**src/cts_pkg.sv**
```systemverilog
// Behaviour
// - status bit 12 shows drive follows command
// - follow flag cleared outside operation enabled
// - follow flag cleared during any deceleration
// - follow flag cleared while halt is held
// - overtravel in command direction clears follow flag
// - setup bit 11 zero lets limiting clear
// - read-only status word, reserved bits zero
// - effective torque is target plus offset
// - setpoint update period equals communication cycle
// - selection five uses separate positive/negative limits
// - other selections use first torque limit
// - velocity limited to maximum motor speed
// - monitor values returned to the master
// - setup bit 11 set removes limiting as condition
package cts_pkg;

  ////////////////////////////////////////////////////////////////
  // object indices
  localparam logic [15:0] IDX_SETUP3 = 16'h3724;
  localparam logic [15:0] IDX_ERR = 16'h603F;
  localparam logic [15:0] IDX_STATUS = 16'h6041;
  localparam logic [15:0] IDX_POS_INT = 16'h6063;
  localparam logic [15:0] IDX_POS_ACT = 16'h6064;
  localparam logic [15:0] IDX_VEL_SENS = 16'h6069;
  localparam logic [15:0] IDX_VEL_ACT = 16'h606C;
  localparam logic [15:0] IDX_TQ_DEM = 16'h6074;
  localparam logic [15:0] IDX_RATED_CUR = 16'h6075;
  localparam logic [15:0] IDX_RATED_TQ = 16'h6076;
  localparam logic [15:0] IDX_TQ_ACT = 16'h6077;
  localparam logic [15:0] IDX_CUR_ACT = 16'h6078;
  localparam logic [15:0] IDX_LINK_V = 16'h6079;
  localparam logic [15:0] IDX_PROBE_ST = 16'h60B9;
  localparam logic [15:0] IDX_P1_RISE = 16'h60BA;
  localparam logic [15:0] IDX_P1_FALL = 16'h60BB;
  localparam logic [15:0] IDX_P2_RISE = 16'h60BC;
  localparam logic [15:0] IDX_P2_FALL = 16'h60BD;
  localparam logic [15:0] IDX_DIN = 16'h60FD;

  ////////////////////////////////////////////////////////////////
  // status word fields and setup values
  localparam int SW_RTSO = 0;
  localparam int SW_SO = 1;
  localparam int SW_OE = 2;
  localparam int SW_FAULT = 3;
  localparam int SW_VE = 4;
  localparam int SW_QS = 5;
  localparam int SW_SOD = 6;
  localparam int SW_WARN = 7;
  localparam int SW_REMOTE = 9;
  localparam int SW_ILA = 11;
  localparam int SW_FOLLOW = 12;
  localparam int SETUP3_LIM_EXCL = 11;
  localparam logic [15:0] SETUP3_RST = 16'h0000;
  localparam logic [15:0] STATUS_RST = 16'h0000;
  localparam logic [7:0] TQ_SEL_PAIR = 8'h05;
  localparam logic signed [15:0] TQ_ZERO = 16'sh0000;

  ////////////////////////////////////////////////////////////////
  // carriers
  typedef struct packed {
    logic ready_to_switch_on;
    logic switched_on;
    logic operation_enabled;
    logic fault;
    logic voltage_enabled_flag;
    logic quick_stop_flag;
    logic switch_on_disabled;
    logic warning;
    logic remote_control_indicator;
  } cts_pds_t;

  typedef struct packed {
    logic halt;
    logic overtravel;
    logic quick_stop;
    logic shutdown;
    logic disable_op;
    logic fault;
  } cts_decel_t;

  typedef struct packed {
    logic signed [15:0] target;
    logic signed [15:0] offset;
    logic [7:0] lim_sel;
    logic [15:0] pos_lim;
    logic [15:0] neg_lim;
    logic [15:0] first_lim;
    logic [31:0] max_speed;
  } cts_set_t;

  typedef struct packed {
    logic [31:0] pos_int;
    logic [31:0] pos_act;
    logic [31:0] vel_sens;
    logic [31:0] vel_act;
    logic [15:0] tq_demand;
    logic [31:0] rated_cur;
    logic [31:0] rated_tq;
    logic [15:0] tq_act;
    logic [15:0] cur_act;
    logic [31:0] link_v;
    logic [15:0] err_code;
    logic [15:0] probe_st;
    logic [31:0] p1_rise;
    logic [31:0] p1_fall;
    logic [31:0] p2_rise;
    logic [31:0] p2_fall;
    logic [31:0] din;
  } cts_mon_t;

endpackage : cts_pkg

```
**src/cts_pin_sync.sv**
```systemverilog
`timescale 1ns/1ps
// pin synchroniser with agreement filter
module cts_pin_sync
  import cts_pkg::*;
(
  // clock and reset
  input wire logic ref_clk,
  input wire logic arst_n,
  // pin in, filtered level out
  input wire logic pin,
  output logic level
);

  logic s1_ff; // metastability stage, read by s2 only
  logic s2_ff; // second stage
  logic s3_ff; // third stage
  logic level_ff; // accepted level

  ////////////////////////////////////////////////////////////////
  // three-stage chain
  always_ff @(posedge ref_clk or negedge arst_n) begin
    if (!arst_n) begin
      s1_ff <= 1'b0;
      s2_ff <= 1'b0;
      s3_ff <= 1'b0;
    end else begin
      s1_ff <= pin;
      s2_ff <= s1_ff;
      s3_ff <= s2_ff;
    end
  end

  // change accepted once stages two and three agree
  always_ff @(posedge ref_clk or negedge arst_n) begin
    if (!arst_n) begin
      level_ff <= 1'b0;
    end else if (s2_ff == s3_ff) begin
      level_ff <= s3_ff;
    end
  end

  assign level = level_ff;

endmodule : cts_pin_sync

```
**src/cts_clamp.sv**
```systemverilog
`timescale 1ns/1ps
// registered symmetric/asymmetric torque clamp
module cts_clamp
  import cts_pkg::*;
(
  // clock and reset
  input wire logic ref_clk,
  input wire logic arst_n,
  // summed command and limit magnitudes
  input wire logic signed [16:0] sum,
  input wire logic [15:0] pos_lim,
  input wire logic [15:0] neg_lim,
  // clamped command and hit flag
  output logic signed [15:0] q,
  output logic hit
);

  localparam logic signed [17:0] MAG_MAX = 18'sh07FFF; // largest 16-bit magnitude

  logic signed [17:0] sum_e; // widened sum
  logic signed [17:0] pos_e; // positive bound
  logic signed [17:0] neg_e; // negative bound
  logic signed [15:0] q_ff; // clamped result
  logic hit_ff; // limit engaged

  // widen and cap limits to the representable range
  always_comb begin
    sum_e = 18'(sum);
    pos_e = $signed({2'b00, pos_lim});
    neg_e = $signed({2'b00, neg_lim});
    if (pos_e > MAG_MAX) begin
      pos_e = MAG_MAX;
    end
    if (neg_e > MAG_MAX) begin
      neg_e = MAG_MAX;
    end
    neg_e = -neg_e;
  end

  ////////////////////////////////////////////////////////////////
  // clamp register
  always_ff @(posedge ref_clk or negedge arst_n) begin
    if (!arst_n) begin
      q_ff <= TQ_ZERO;
      hit_ff <= 1'b0;
    end else if (sum_e > pos_e) begin
      q_ff <= pos_e[15:0];
      hit_ff <= 1'b1;
    end else if (sum_e < neg_e) begin
      q_ff <= neg_e[15:0];
      hit_ff <= 1'b1;
    end else begin
      q_ff <= sum_e[15:0];
      hit_ff <= 1'b0;
    end
  end

  assign q = q_ff;
  assign hit = hit_ff;

endmodule : cts_clamp

```
**src/cts_torque_ctrl.sv**
```systemverilog
`timescale 1ns/1ps
// cyclic torque command path, follow flag and monitor objects
module cts_torque_ctrl
  import cts_pkg::*;
(
  // clock and reset
  input wire logic ref_clk,
  input wire logic arst_n,
  // cycle strobe from the link logic
  input wire logic cycle_sync,
  // cyclic setpoints and limits
  input wire cts_set_t set_in,
  // drive state and deceleration causes
  input wire cts_pds_t pds_in,
  input wire cts_decel_t decel_in,
  input wire logic halt_active,
  // overtravel pins
  input wire logic positive_overtravel_input,
  input wire logic negative_overtravel_input,
  // live monitor values
  input wire cts_mon_t mon_in,
  // object access port
  input wire logic obj_rd,
  input wire logic obj_wr,
  input wire logic [15:0] obj_index,
  input wire logic [31:0] obj_wdata,
  output logic [31:0] obj_rdata,
  output logic obj_ack,
  output logic obj_err,
  // command and status out
  output logic signed [15:0] torque_cmd,
  output logic [15:0] status_word,
  output logic cycle_done
);

  ////////////////////////////////////////////////////////////////
  // declarations
  typedef enum logic [3:0] {
    ST_IDLE = 4'b0001,
    ST_SUM = 4'b0010,
    ST_CLAMP = 4'b0100,
    ST_PUB = 4'b1000
  } cts_state_t;

  cts_state_t state_ff; // cycle sequencer state
  cts_state_t nxt_state; // next sequencer state
  logic [15:0] setup3_ff; // extended setup word
  logic signed [16:0] sum_ff; // target plus offset
  logic [15:0] pos_lim_ff; // chosen positive bound
  logic [15:0] neg_lim_ff; // chosen negative bound
  logic [31:0] max_speed_ff; // velocity bound
  logic signed [15:0] clamp_q; // clamp output
  logic clamp_hit; // torque limit engaged
  logic signed [15:0] cmd_ff; // command to current loop
  logic vel_hit_ff; // velocity limit engaged
  logic tq_hit_ff; // torque limit held for status
  logic [15:0] status_ff; // published status word
  cts_mon_t mon_ff; // cycle snapshot of monitors
  logic [31:0] rdata_ff; // read data
  logic ack_ff; // access answer
  logic err_ff; // access refused
  logic done_ff; // cycle finished pulse
  logic pot_lvl; // filtered positive overtravel
  logic not_lvl; // filtered negative overtravel
  logic signed [32:0] vel_e; // widened actual velocity
  logic signed [32:0] spd_e; // widened speed bound
  logic vel_over_pos; // above positive speed
  logic vel_over_neg; // below negative speed
  logic vel_block; // command pushes further past speed
  logic ovt_block; // overtravel in command direction
  logic lim_count; // limiting counts against follow
  logic follow_now; // all follow conditions met
  logic kill_now; // immediate clear condition

  ////////////////////////////////////////////////////////////////
  // overtravel pin synchronisers
  cts_pin_sync u_pot_sync (
    .ref_clk(ref_clk),
    .arst_n(arst_n),
    .pin(positive_overtravel_input),
    .level(pot_lvl)
  );

  cts_pin_sync u_not_sync (
    .ref_clk(ref_clk),
    .arst_n(arst_n),
    .pin(negative_overtravel_input),
    .level(not_lvl)
  );

  ////////////////////////////////////////////////////////////////
  // cycle sequencer: one pass per communication cycle
  always_comb begin
    nxt_state = state_ff;
    case (state_ff)
      // wait for the interpolation period strobe
      ST_IDLE: begin
        if (cycle_sync) begin
          nxt_state = ST_SUM;
        end
      end
      // sum latched, clamp works
      ST_SUM: begin
        nxt_state = ST_CLAMP;
      end
      // clamp result ready, apply speed bound
      ST_CLAMP: begin
        nxt_state = ST_PUB;
      end
      // publish status and monitors
      ST_PUB: begin
        nxt_state = ST_IDLE;
      end
      default: begin
        nxt_state = ST_IDLE;
      end
    endcase
  end

  always_ff @(posedge ref_clk or negedge arst_n) begin
    if (!arst_n) begin
      state_ff <= ST_IDLE;
    end else begin
      state_ff <= nxt_state;
    end
  end

  ////////////////////////////////////////////////////////////////
  // setpoint capture: master supplies each cycle, no profile here
  always_ff @(posedge ref_clk or negedge arst_n) begin
    if (!arst_n) begin
      sum_ff <= 17'sh00000;
      pos_lim_ff <= 16'h0000;
      neg_lim_ff <= 16'h0000;
      max_speed_ff <= 32'h00000000;
    end else if (state_ff == ST_IDLE && cycle_sync) begin
      // setpoints taken as sent, drive generates no trajectory
      sum_ff <= 17'(set_in.target) + 17'(set_in.offset);
      max_speed_ff <= set_in.max_speed;
      if (set_in.lim_sel == TQ_SEL_PAIR) begin
        pos_lim_ff <= set_in.pos_lim;
        neg_lim_ff <= set_in.neg_lim;
      end else begin
        pos_lim_ff <= set_in.first_lim;
        neg_lim_ff <= set_in.first_lim;
      end
    end
  end

  cts_clamp u_clamp (
    .ref_clk(ref_clk),
    .arst_n(arst_n),
    .sum(sum_ff),
    .pos_lim(pos_lim_ff),
    .neg_lim(neg_lim_ff),
    .q(clamp_q),
    .hit(clamp_hit)
  );

  ////////////////////////////////////////////////////////////////
  // speed bound: stop adding torque that drives past max speed
  always_comb begin
    vel_e = 33'(signed'(mon_in.vel_act));
    spd_e = $signed({1'b0, max_speed_ff});
    vel_over_pos = vel_e > spd_e;
    vel_over_neg = vel_e < -spd_e;
    vel_block = (vel_over_pos && clamp_q > TQ_ZERO) ||
                (vel_over_neg && clamp_q < TQ_ZERO);
  end

  // command register, updated once per cycle
  always_ff @(posedge ref_clk or negedge arst_n) begin
    if (!arst_n) begin
      cmd_ff <= TQ_ZERO;
      vel_hit_ff <= 1'b0;
      tq_hit_ff <= 1'b0;
    end else if (state_ff == ST_CLAMP) begin
      cmd_ff <= vel_block ? TQ_ZERO : clamp_q;
      vel_hit_ff <= vel_block;
      tq_hit_ff <= clamp_hit;
    end
  end

  ////////////////////////////////////////////////////////////////
  // follow conditions
  always_comb begin
    ovt_block = (pot_lvl && cmd_ff > TQ_ZERO) ||
                (not_lvl && cmd_ff < TQ_ZERO);
    lim_count = !setup3_ff[SETUP3_LIM_EXCL] &&
                (tq_hit_ff || vel_hit_ff);
    kill_now = !pds_in.operation_enabled ||
               (|decel_in) ||
               halt_active ||
               ovt_block;
    follow_now = !kill_now && !lim_count;
  end

  ////////////////////////////////////////////////////////////////
  // status word, reserved bits zero
  always_ff @(posedge ref_clk or negedge arst_n) begin
    if (!arst_n) begin
      status_ff <= STATUS_RST;
    end else if (state_ff == ST_PUB) begin
      status_ff <= STATUS_RST;
      status_ff[SW_RTSO] <= pds_in.ready_to_switch_on;
      status_ff[SW_SO] <= pds_in.switched_on;
      status_ff[SW_OE] <= pds_in.operation_enabled;
      status_ff[SW_FAULT] <= pds_in.fault;
      status_ff[SW_VE] <= pds_in.voltage_enabled_flag;
      status_ff[SW_QS] <= pds_in.quick_stop_flag;
      status_ff[SW_SOD] <= pds_in.switch_on_disabled;
      status_ff[SW_WARN] <= pds_in.warning;
      status_ff[SW_REMOTE] <= pds_in.remote_control_indicator;
      status_ff[SW_ILA] <= tq_hit_ff || vel_hit_ff;
      status_ff[SW_FOLLOW] <= follow_now;
    end else if (kill_now) begin
      // follow bit dropped at once on a clear cause
      status_ff[SW_FOLLOW] <= 1'b0;
    end
  end

  // monitor snapshot, consistent within one cycle
  always_ff @(posedge ref_clk or negedge arst_n) begin
    if (!arst_n) begin
      mon_ff <= '0;
    end else if (state_ff == ST_PUB) begin
      mon_ff <= mon_in;
    end
  end

  // cycle finished pulse
  always_ff @(posedge ref_clk or negedge arst_n) begin
    if (!arst_n) begin
      done_ff <= 1'b0;
    end else begin
      done_ff <= (state_ff == ST_PUB);
    end
  end

  ////////////////////////////////////////////////////////////////
  // setup word: only writable object
  always_ff @(posedge ref_clk or negedge arst_n) begin
    if (!arst_n) begin
      setup3_ff <= SETUP3_RST;
    end else if (obj_wr && obj_index == IDX_SETUP3) begin
      setup3_ff <= obj_wdata[15:0];
    end
  end

  // object read and answer, one cycle after the request
  always_ff @(posedge ref_clk or negedge arst_n) begin
    if (!arst_n) begin
      rdata_ff <= 32'h00000000;
      ack_ff <= 1'b0;
      err_ff <= 1'b0;
    end else begin
      ack_ff <= obj_rd || obj_wr;
      err_ff <= 1'b0;
      rdata_ff <= 32'h00000000;
      if (obj_wr) begin
        // every object but the setup word is read-only
        err_ff <= (obj_index != IDX_SETUP3);
      end else if (obj_rd) begin
        case (obj_index)
          IDX_SETUP3: rdata_ff <= {16'h0000, setup3_ff};
          IDX_ERR: rdata_ff <= {16'h0000, mon_ff.err_code};
          IDX_STATUS: rdata_ff <= {16'h0000, status_ff};
          IDX_POS_INT: rdata_ff <= mon_ff.pos_int;
          IDX_POS_ACT: rdata_ff <= mon_ff.pos_act;
          IDX_VEL_SENS: rdata_ff <= mon_ff.vel_sens;
          IDX_VEL_ACT: rdata_ff <= mon_ff.vel_act;
          IDX_TQ_DEM: rdata_ff <= {16'h0000, mon_ff.tq_demand};
          IDX_RATED_CUR: rdata_ff <= mon_ff.rated_cur;
          IDX_RATED_TQ: rdata_ff <= mon_ff.rated_tq;
          IDX_TQ_ACT: rdata_ff <= {16'h0000, mon_ff.tq_act};
          IDX_CUR_ACT: rdata_ff <= {16'h0000, mon_ff.cur_act};
          IDX_LINK_V: rdata_ff <= mon_ff.link_v;
          IDX_PROBE_ST: rdata_ff <= {16'h0000, mon_ff.probe_st};
          IDX_P1_RISE: rdata_ff <= mon_ff.p1_rise;
          IDX_P1_FALL: rdata_ff <= mon_ff.p1_fall;
          IDX_P2_RISE: rdata_ff <= mon_ff.p2_rise;
          IDX_P2_FALL: rdata_ff <= mon_ff.p2_fall;
          IDX_DIN: rdata_ff <= mon_ff.din;
          // unknown index: zero data, refused
          default: err_ff <= 1'b1;
        endcase
      end
    end
  end

  ////////////////////////////////////////////////////////////////
  // outputs
  assign obj_rdata = rdata_ff;
  assign obj_ack = ack_ff;
  assign obj_err = err_ff;
  assign torque_cmd = cmd_ff;
  assign status_word = status_ff;
  assign cycle_done = done_ff;

endmodule : cts_torque_ctrl

```
**config.mk**
```make
export PLATFORM = sky130hd
export DESIGN_NAME = cts_torque_ctrl
export DESIGN_NICKNAME = d
export VERILOG_FILES = /design/src/cts_pkg.sv /design/src/cts_pin_sync.sv /design/src/cts_clamp.sv /design/src/cts_torque_ctrl.sv
export SDC_FILE = /design/constraint.sdc
export NUM_CORES = 2
export LEC_CHECK = 0
export BUFFER_PORTS_ARGS = -buffer_cell sky130_fd_sc_hd__buf_2
export CORE_MARGIN = 5
export CORE_UTILIZATION = 26
export DETAILED_ROUTE_END_ITERATION = 6
export GPL_ROUTABILITY_DRIVEN = 0
export PLACE_DENSITY = 0.49
export SKIP_CTS_REPAIR_TIMING = 1
export SLEW_MARGIN = 20
export SYNTH_ARGS = -nofsm -noshare
export SYNTH_HDL_FRONTEND = slang
export SYNTH_SLANG_ARGS = --single-unit
```
**constraint.sdc**
```tcl
create_clock -name ref_clk -period 6.2 [get_ports ref_clk]
set_input_delay 0.93 -clock ref_clk [delete_from_list [all_inputs] [get_ports ref_clk]]
set_output_delay 0.93 -clock ref_clk [all_outputs]
set_load 0.01 [all_outputs]
```
== Word level (Yosys, flattened, before mapping) ==
Cells that the tools add are included.

* $add $sub $neg: 3
* Magnitude comparators: 10
* Equal/unequal tests: 28
* Muxes and demuxes: 19
* Reduce and logical (&&, ||, !) cells: 22

{| class="wikitable"
|+ Operators with widths
! cell !! count
|-
| 32-bit case mux with 19 select lines || 1
|-
| 16-bit by 15-bit == test with 1-bit output, second input constant || 18
|-
| 16-bit 2-to-1 mux || 7
|-
| 32-bit 2-to-1 mux || 2
|-
| 32-bit by 33-bit > comparator with 1-bit output || 1
|-
| 32-bit by 33-bit < comparator with 1-bit output || 1
|-
| 32-bit negator with 33-bit output || 1
|-
| 16-bit by 1-bit > comparator with 1-bit output, second input constant || 2
|-
| 16-bit by 15-bit > comparator with 1-bit output, second input constant || 2
|-
| 16-bit by 1-bit < comparator with 1-bit output, second input constant || 2
|-
| 19-bit OR reduction || 1
|-
| 17-bit by 18-bit < comparator with 1-bit output || 1
|-
| 16-bit negator with 18-bit output || 1
|-
| 16-bit by 16-bit adder with 17-bit output || 1
|-
| 17-bit > comparator || 1
|-
| 16-bit by 14-bit == test with 1-bit output, second input constant || 1
|-
| 16-bit by 14-bit != test with 1-bit output, second input constant || 1
|-
| 4-bit case mux with 3 select lines || 1
|-
| 8-bit by 3-bit == test with 1-bit output, second input constant || 1
|-
| 1-bit logical AND || 8
|-
| 1-bit logical OR || 7
|-
| 1-bit 2-to-1 mux || 7
|-
| 6-bit OR reduction || 1
|-
| 4-bit by 1-bit == test with 1-bit output, second input constant || 1
|-
| other kinds (8) || 12
|}

* Flip-flop bits (word level): 654
* Output and inout bits: 67
* Logic and storage cells: 124

== Longest topological paths before layout ==
* Depth after elaboration: 7
* Mapped depth: 18

== Modules after synthesis ==
Synthesis repeated with hierarchy kept, for this count alone.

* Cell total of the unflattened synthesis: 2521
* Area, all modules: 31255.0 um^2

{| class="wikitable"
|+ By module, submodules not included
! module !! instances !! cells each !! area each (um^2) !! seq. area each (um^2)
|-
| cts_torque_ctrl || 1 || 2264 || 28924.0 || 15741.3
|-
| cts_clamp || 1 || 247 || 2108.3 || 425.4
|-
| cts_pin_sync || 2 || 5 || 111.4 || 100.1
|}

== Least setup slack after synthesis ==
No wires, ideal clock.

* Kind: register to register
* Start: register max_speed_ff[7]
* End: register cmd_ff[10], in the netlist torque_cmd[10]
* Arrival time: 3.584 ns
* Data required time: 6.067 ns
* Setup slack: 2.483 ns
* Stages on the path, launching flop included: 16
* Buffers on the path: 1
* Period minus slack after synthesis: 3.717 ns
* Path through: dfrtp_1 > inv_1 > nand3_1 > or4_1 > or3_1 > or3_1 > xnor2_1 > ha_1 > and3_1 > a221oi_1 > o21bai_1 > a21oi_1 > a31oi_1 > nor3_1 > clkbuf_1 > o21ai_0

* Cells in the longest elaborated chain, start to end: 5
* Elaborated cells on any way between the ends: 7
* Classes of those cells: 1 x add/sub; 2 x order compare; 1 x mux; 3 x reduce/logical

{| class="wikitable"
|+ RTL lines
! what !! RTL line !! source
|-
| start, declared || cts_torque_ctrl.sv:51 || <nowiki>logic [31:0] max_speed_ff;</nowiki>
|-
| start signal, assigned || cts_torque_ctrl.sv:139 || <nowiki>max_speed_ff <= set_in.max_speed;</nowiki>
|-
| 32-bit negator with 33-bit output || cts_torque_ctrl.sv:166 || <nowiki>vel_over_neg = vel_e < -spd_e;</nowiki>
|-
| 32-bit by 33-bit < comparator with 1-bit output || cts_torque_ctrl.sv:166 ||
|-
| 1-bit logical AND || cts_torque_ctrl.sv:168 || <nowiki>(vel_over_neg && clamp_q < TQ_ZERO);</nowiki>
|-
| 1-bit logical OR * || cts_torque_ctrl.sv:167 || <nowiki>vel_block = (vel_over_pos && clamp_q > TQ_ZERO) ||</nowiki>
|-
| 16-bit 2-to-1 mux * || cts_torque_ctrl.sv:178 || <nowiki>cmd_ff <= vel_block ? TQ_ZERO : clamp_q;</nowiki>
|-
| end signal, assigned || cts_torque_ctrl.sv:178 ||
|-
| end, declared || cts_torque_ctrl.sv:54 || <nowiki>logic signed [15:0] cmd_ff;</nowiki>
|}

Mark *: on every way between the ends. The rest lies on a longest branch, timed or not.
A chain may end at the register's enable or synchronous reset.

== Final worst setup path ==
* Start: register neg_lim_ff[15]
* End: register u_clamp.q_ff[2], in the netlist u_clamp.q[2]

* Cells in the longest elaborated chain, start to end: 6

{| class="wikitable"
|+ RTL lines
! what !! RTL line !! source
|-
| start, declared || cts_torque_ctrl.sv:50 || <nowiki>logic [15:0] neg_lim_ff;</nowiki>
|-
| start signal, assigned || cts_torque_ctrl.sv:142 || <nowiki>neg_lim_ff <= set_in.neg_lim;</nowiki>
|-
| start signal, assigned || cts_torque_ctrl.sv:145 || <nowiki>neg_lim_ff <= set_in.first_lim;</nowiki>
|-
| 16-bit by 15-bit > comparator with 1-bit output || cts_clamp.sv:34 || <nowiki>if (neg_e > MAG_MAX) begin</nowiki>
|-
| 16-bit 2-to-1 mux * || cts_clamp.sv:34 ||
|-
| 16-bit negator with 18-bit output * || cts_clamp.sv:37 || <nowiki>neg_e = -neg_e;</nowiki>
|-
| 17-bit by 18-bit < comparator with 1-bit output || cts_clamp.sv:49 || <nowiki>end else if (sum_e < neg_e) begin</nowiki>
|-
| 16-bit 2-to-1 mux * || cts_clamp.sv:49 ||
|-
| 16-bit 2-to-1 mux * || cts_clamp.sv:46 || <nowiki>end else if (sum_e > pos_e) begin</nowiki>
|-
| end signal, assigned || cts_clamp.sv:47 || <nowiki>q_ff <= pos_e[15:0];</nowiki>
|-
| end signal, assigned || cts_clamp.sv:50 || <nowiki>q_ff <= neg_e[15:0];</nowiki>
|-
| end signal, assigned || cts_clamp.sv:53 || <nowiki>q_ff <= sum_e[15:0];</nowiki>
|-
| end, declared || cts_clamp.sv:23 || <nowiki>logic signed [15:0] q_ff;</nowiki>
|}

Marked as above.

==> Flow_metrics.wiki <==
{| class="wikitable"
! Metric !! Value
|-
| Number of fillers in the final layout || 12.35k
|-
| Clock slew at reported path FFs || 60 ps
|-
| Power Density || 425.7 nW/µm²
|-
| Period utilization || 0.7516
|-
| Cell count after synthesis || 2543
|-
| TritonCTS Sinks || 654
|-
| Maximum number of pins on one net before global-route repair || 133
|-
| Worst-path fanout max || 28
|-
| I/O pin total || 722
|-
| Warning count from the yosys run || 0
|-
| Run status || finished, final reports clean
|-
| Classification of the worst setup path || reg -> reg
|-
| Largest buffer count on any clock path || 3
|-
| Nature of the critical path endpoint || flip-flop
|-
| Total number of H-tree levels || 3
|-
| Clock period minus worst slack || 4660 ps
|-
| Die W || 358.2 µm
|-
| Setup repair after global routing missed its margin || no
|-
| Die ar. || 128300 µm²
|-
| Leakage power figure || 19.01 nW
|-
| Clock Latency Late Sink || 690 ps
|-
| Die height || 358.2 µm
|-
| Setup Skew || 59.52 ps
|-
| Fraction of layout instances using a drive strength above 1 || 0.4421
|-
| Share of synthesized area occupied by flip-flops and latches || 0.5192
|-
| EDFF count, synth || 0
|-
| Via total after detailed routing || 24.16k
|-
| Cell type group with the largest total delay on the critical path || simple AND/OR/NAND/NOR gates
|-
| Avg Synthesized Cell Area || 12.40 µm²
|-
| Headroom to the max-slew limit || 0.1345
|-
| Max-cap check violation count || 0
|-
| Routed Antenna Nets || 0
|-
| CTS tree || yes
|-
| Final max-slew violation count || 0
|-
| CP Data Arrival Time || 5200 ps
|-
| Number of antenna violations at the first check in global routing || 88
|-
| Cell with the largest stage delay on the worst path || sky130_fd_sc_hd__nor3_4
|-
| Number of global-route vias before repair || 24.59k
|-
| Wire length of the first global-routing pass || 175000 µm
|-
| Data required time of the worst path || 6740 ps
|-
| Max Clk Rate || 214.6 MHz
|-
| Number of buffers inserted by port buffering || 700
|-
| Max stage delay on crit path || 820 ps
|-
| Post-synthesis instance area || 31520 µm²
|-
| Number of nets in the layout || 4008
|-
| Detailed-placement wirelength estimate || 95430 µm
|-
| Number of CTS-inserted buffers || 80
|-
| Final Hold Viols || 0
|-
| Critical path buffer and inverter count || 2
|-
| Worst min path class || in -> async
|-
| Ys async rst share || 1.000
|-
| Total of flip-flops plus latches after synthesis || 654
|-
| Setup TNS Final || 0 ps
|-
| Final count of negative-setup-slack endpoints || 0
|-
| Critical path, cell by cell || or2_1 -> inv_1 -> ha_1 -> nor4b_1 -> nand4_1 -> nor3_1 -> xnor2_1 -> nand2b_1 -> ha_1 -> and3_1 -> a22oi_1 -> and3_1 -> o22ai_1 -> nor3_4 -> inv_2 -> a311oi_1
|-
| Floorplan row count || 127
|-
| Remaining Overflow, GRT || 0
|-
| Drt pass-1 iters || 7
|-
| Average wire per cell in the routed design || 25.09 µm
|-
| Largest vdd supply drop || 235.4 µV
|-
| Total global routing track utilization || 0.1879
|-
| Routed via count divided by cell count || 4.877
|-
| Routed wire length || 124300 µm
|-
| Post-route DRC violation count || 0
|-
| Std-Cell Core Area || 120100 µm²
|-
| Post-synth top flop || sky130_fd_sc_hd__dfrtp_1
|-
| Type of origin of the critical path || flip-flop
|-
| Number of distinct library cells after synthesis || 85
|-
| Tightest hold margin || 265.5 ps
|-
| Effective utilization at floorplan || 0.2624
|-
| Slew at the pin with the worst max-slew slack || 1280 ps
|-
| Number of DRC markers in iteration 0 || 1724
|-
| Area added between synthesis and finish || 26.88%
|-
| CTS root buffer || sky130_fd_sc_hd__clkbuf_16
|}
-- logic make-up (layout without fill, tap and decap cells) --
logic type | count (synthesis) | after routing | share of synthesized area
muxes | 578 | 578 | 0.2039
buffers and inverters | 204 | 953 | 0.02632
xor gates and xnor gates | 47 | 47 | 0.01306
DFF | 654 | 654 | 0.5192
and+or+nand+nor | 461 | 461 | 0.07609
AOI/OAI and AO/OA | 479 | 479 | 0.1143
other | 2 | 52 | 0.0002382
adders and majority gates | 118 | 118 | 0.04692
-- area by class of cell --
cell class,count,area [µm²],share of cell area
inverters,54,202.7,0.005068
repair buffers,758,4036,0.1009
well taps,1612,2017,0.05043
clock buffers,112,2322,0.05806
flip-flops and latches,654,16370,0.4092
diodes,46,115.1,0.002878
multi-input cells,1689,14450,0.3612
clock inverters,29,490.5,0.01226
-- per-layer routing --
| layer | GRT usage | vias up | share of wire |
|---|---|---|---|
| li1 | - | 10980 | - |
| met5 | 0 | - | 0.0024 |
| met4 | 0.08022 | 46 | 0.041 |
| met3 | 0.05636 | 260 | 0.079 |
| met2 | 0.2973 | 799 | 0.46 |
| met1 | 0.2391 | 12080 | 0.42 |
-- stage by stage --
step,util,cells,total power [mW],cell area [µm²],worst slack (ps)
final,0.3329,4954,17.03,40000,1540
after global routing,0.3326,4935,18.19,39950,1034
after CTS,0.3319,4908,17.28,39880,1535
after detailed placement,0.3085,4767,12.20,37060,1561
after global placement,0.3085,4766,12.06,37060,1598
after floorplan,-,2547,10.51,31540,2483
-- state kept, by name, indices dropped and copies added (netlist names), 16 cells and up --
signal,count
torque_cmd,16
mon_ff,464
setup3_ff,16
max_speed_ff,32
pos_lim_ff,16
sum_ff,17
u_clamp.q,16
neg_lim_ff,16
obj_rdata,32
-- Yosys cell counts, types with 19 or more instances --
cell,n,area share
sky130_fd_sc_hd__mux2i_1,65,0.021
sky130_fd_sc_hd__nand2_1,183,0.022
sky130_fd_sc_hd__nand3_1,37,0.0059
sky130_fd_sc_hd__dfrtp_1,653,0.52
sky130_fd_sc_hd__a221oi_1,44,0.012
sky130_fd_sc_hd__inv_1,51,0.0061
sky130_fd_sc_hd__a22oi_1,66,0.016
sky130_fd_sc_hd__mux2_2,504,0.18
sky130_fd_sc_hd__a41oi_2,25,0.013
sky130_fd_sc_hd__a21oi_1,40,0.0064
sky130_fd_sc_hd__nor2_1,57,0.0068
sky130_fd_sc_hd__clkbuf_1,113,0.013
sky130_fd_sc_hd__a222oi_1,46,0.015
sky130_fd_sc_hd__xnor2_1,36,0.010
sky130_fd_sc_hd__o21ai_0,138,0.022
sky130_fd_sc_hd__nor4_1,19,0.0038
sky130_fd_sc_hd__ha_1,115,0.046
sky130_fd_sc_hd__nor3_1,32,0.0051
sky130_fd_sc_hd__a22o_1,22,0.0061
-- worst reg2reg max path, cell delays in order (launching register included) --
cell	delay (ps)
sky130_fd_sc_hd__dfrtp_1	560
sky130_fd_sc_hd__or2_1	320
sky130_fd_sc_hd__inv_1	80
sky130_fd_sc_hd__ha_1	300
sky130_fd_sc_hd__nor4b_1	390
sky130_fd_sc_hd__nand4_1	230
sky130_fd_sc_hd__nor3_1	240
sky130_fd_sc_hd__xnor2_1	150
sky130_fd_sc_hd__nand2b_1	100
sky130_fd_sc_hd__ha_1	270
sky130_fd_sc_hd__and3_1	170
sky130_fd_sc_hd__a22oi_1	130
sky130_fd_sc_hd__and3_1	170
sky130_fd_sc_hd__o22ai_1	110
sky130_fd_sc_hd__nor3_4	830
sky130_fd_sc_hd__inv_2	180
sky130_fd_sc_hd__a311oi_1	340
-- path summary, 6_finish.rpt --
kind,from,end,slack [ps],cells past startpoint
worst max-delay path,neg_lim_ff[15],u_clamp.q[2],1540,16
worst min-delay path,arst_n,mon_ff[289],270,1
worst max register to register,neg_lim_ff[15],u_clamp.q[2],1540,16
worst min register to register,u_pot_sync.s1_ff,u_pot_sync.s2_ff,360,0
max in group asynchronous,arst_n,neg_lim_ff[7],4520,2
min in group ref_clk,u_pot_sync.s1_ff,u_pot_sync.s2_ff,360,0
-- report_power, final --
group          switching [mW]  leakage [nW]  internal [mW]
sequential               1.27          8.65           6.21
combinational            2.14          9.00           2.44
clock                    2.03          1.35           2.94
-- layout by cell type (no fill, tap or decap), drive strengths merged, types with 16 or more instances in the layout --
master / count
a222oi: 46
o21ai: 147
ha: 115
a21oi: 40
dfrtp: 653
nand2: 185
clkbuf: 112
nand3: 37
a41oi: 29
a221oi: 44
nor4: 26
and3: 16
mux2: 513
buf: 758
inv: 55
nand4: 18
xnor2: 36
diode: 46
nand2b: 16
mux2i: 65
a22oi: 66
a22o: 22
nor3: 37
nor2: 57
No activity file was read; power rests on OpenSTA's default activity.
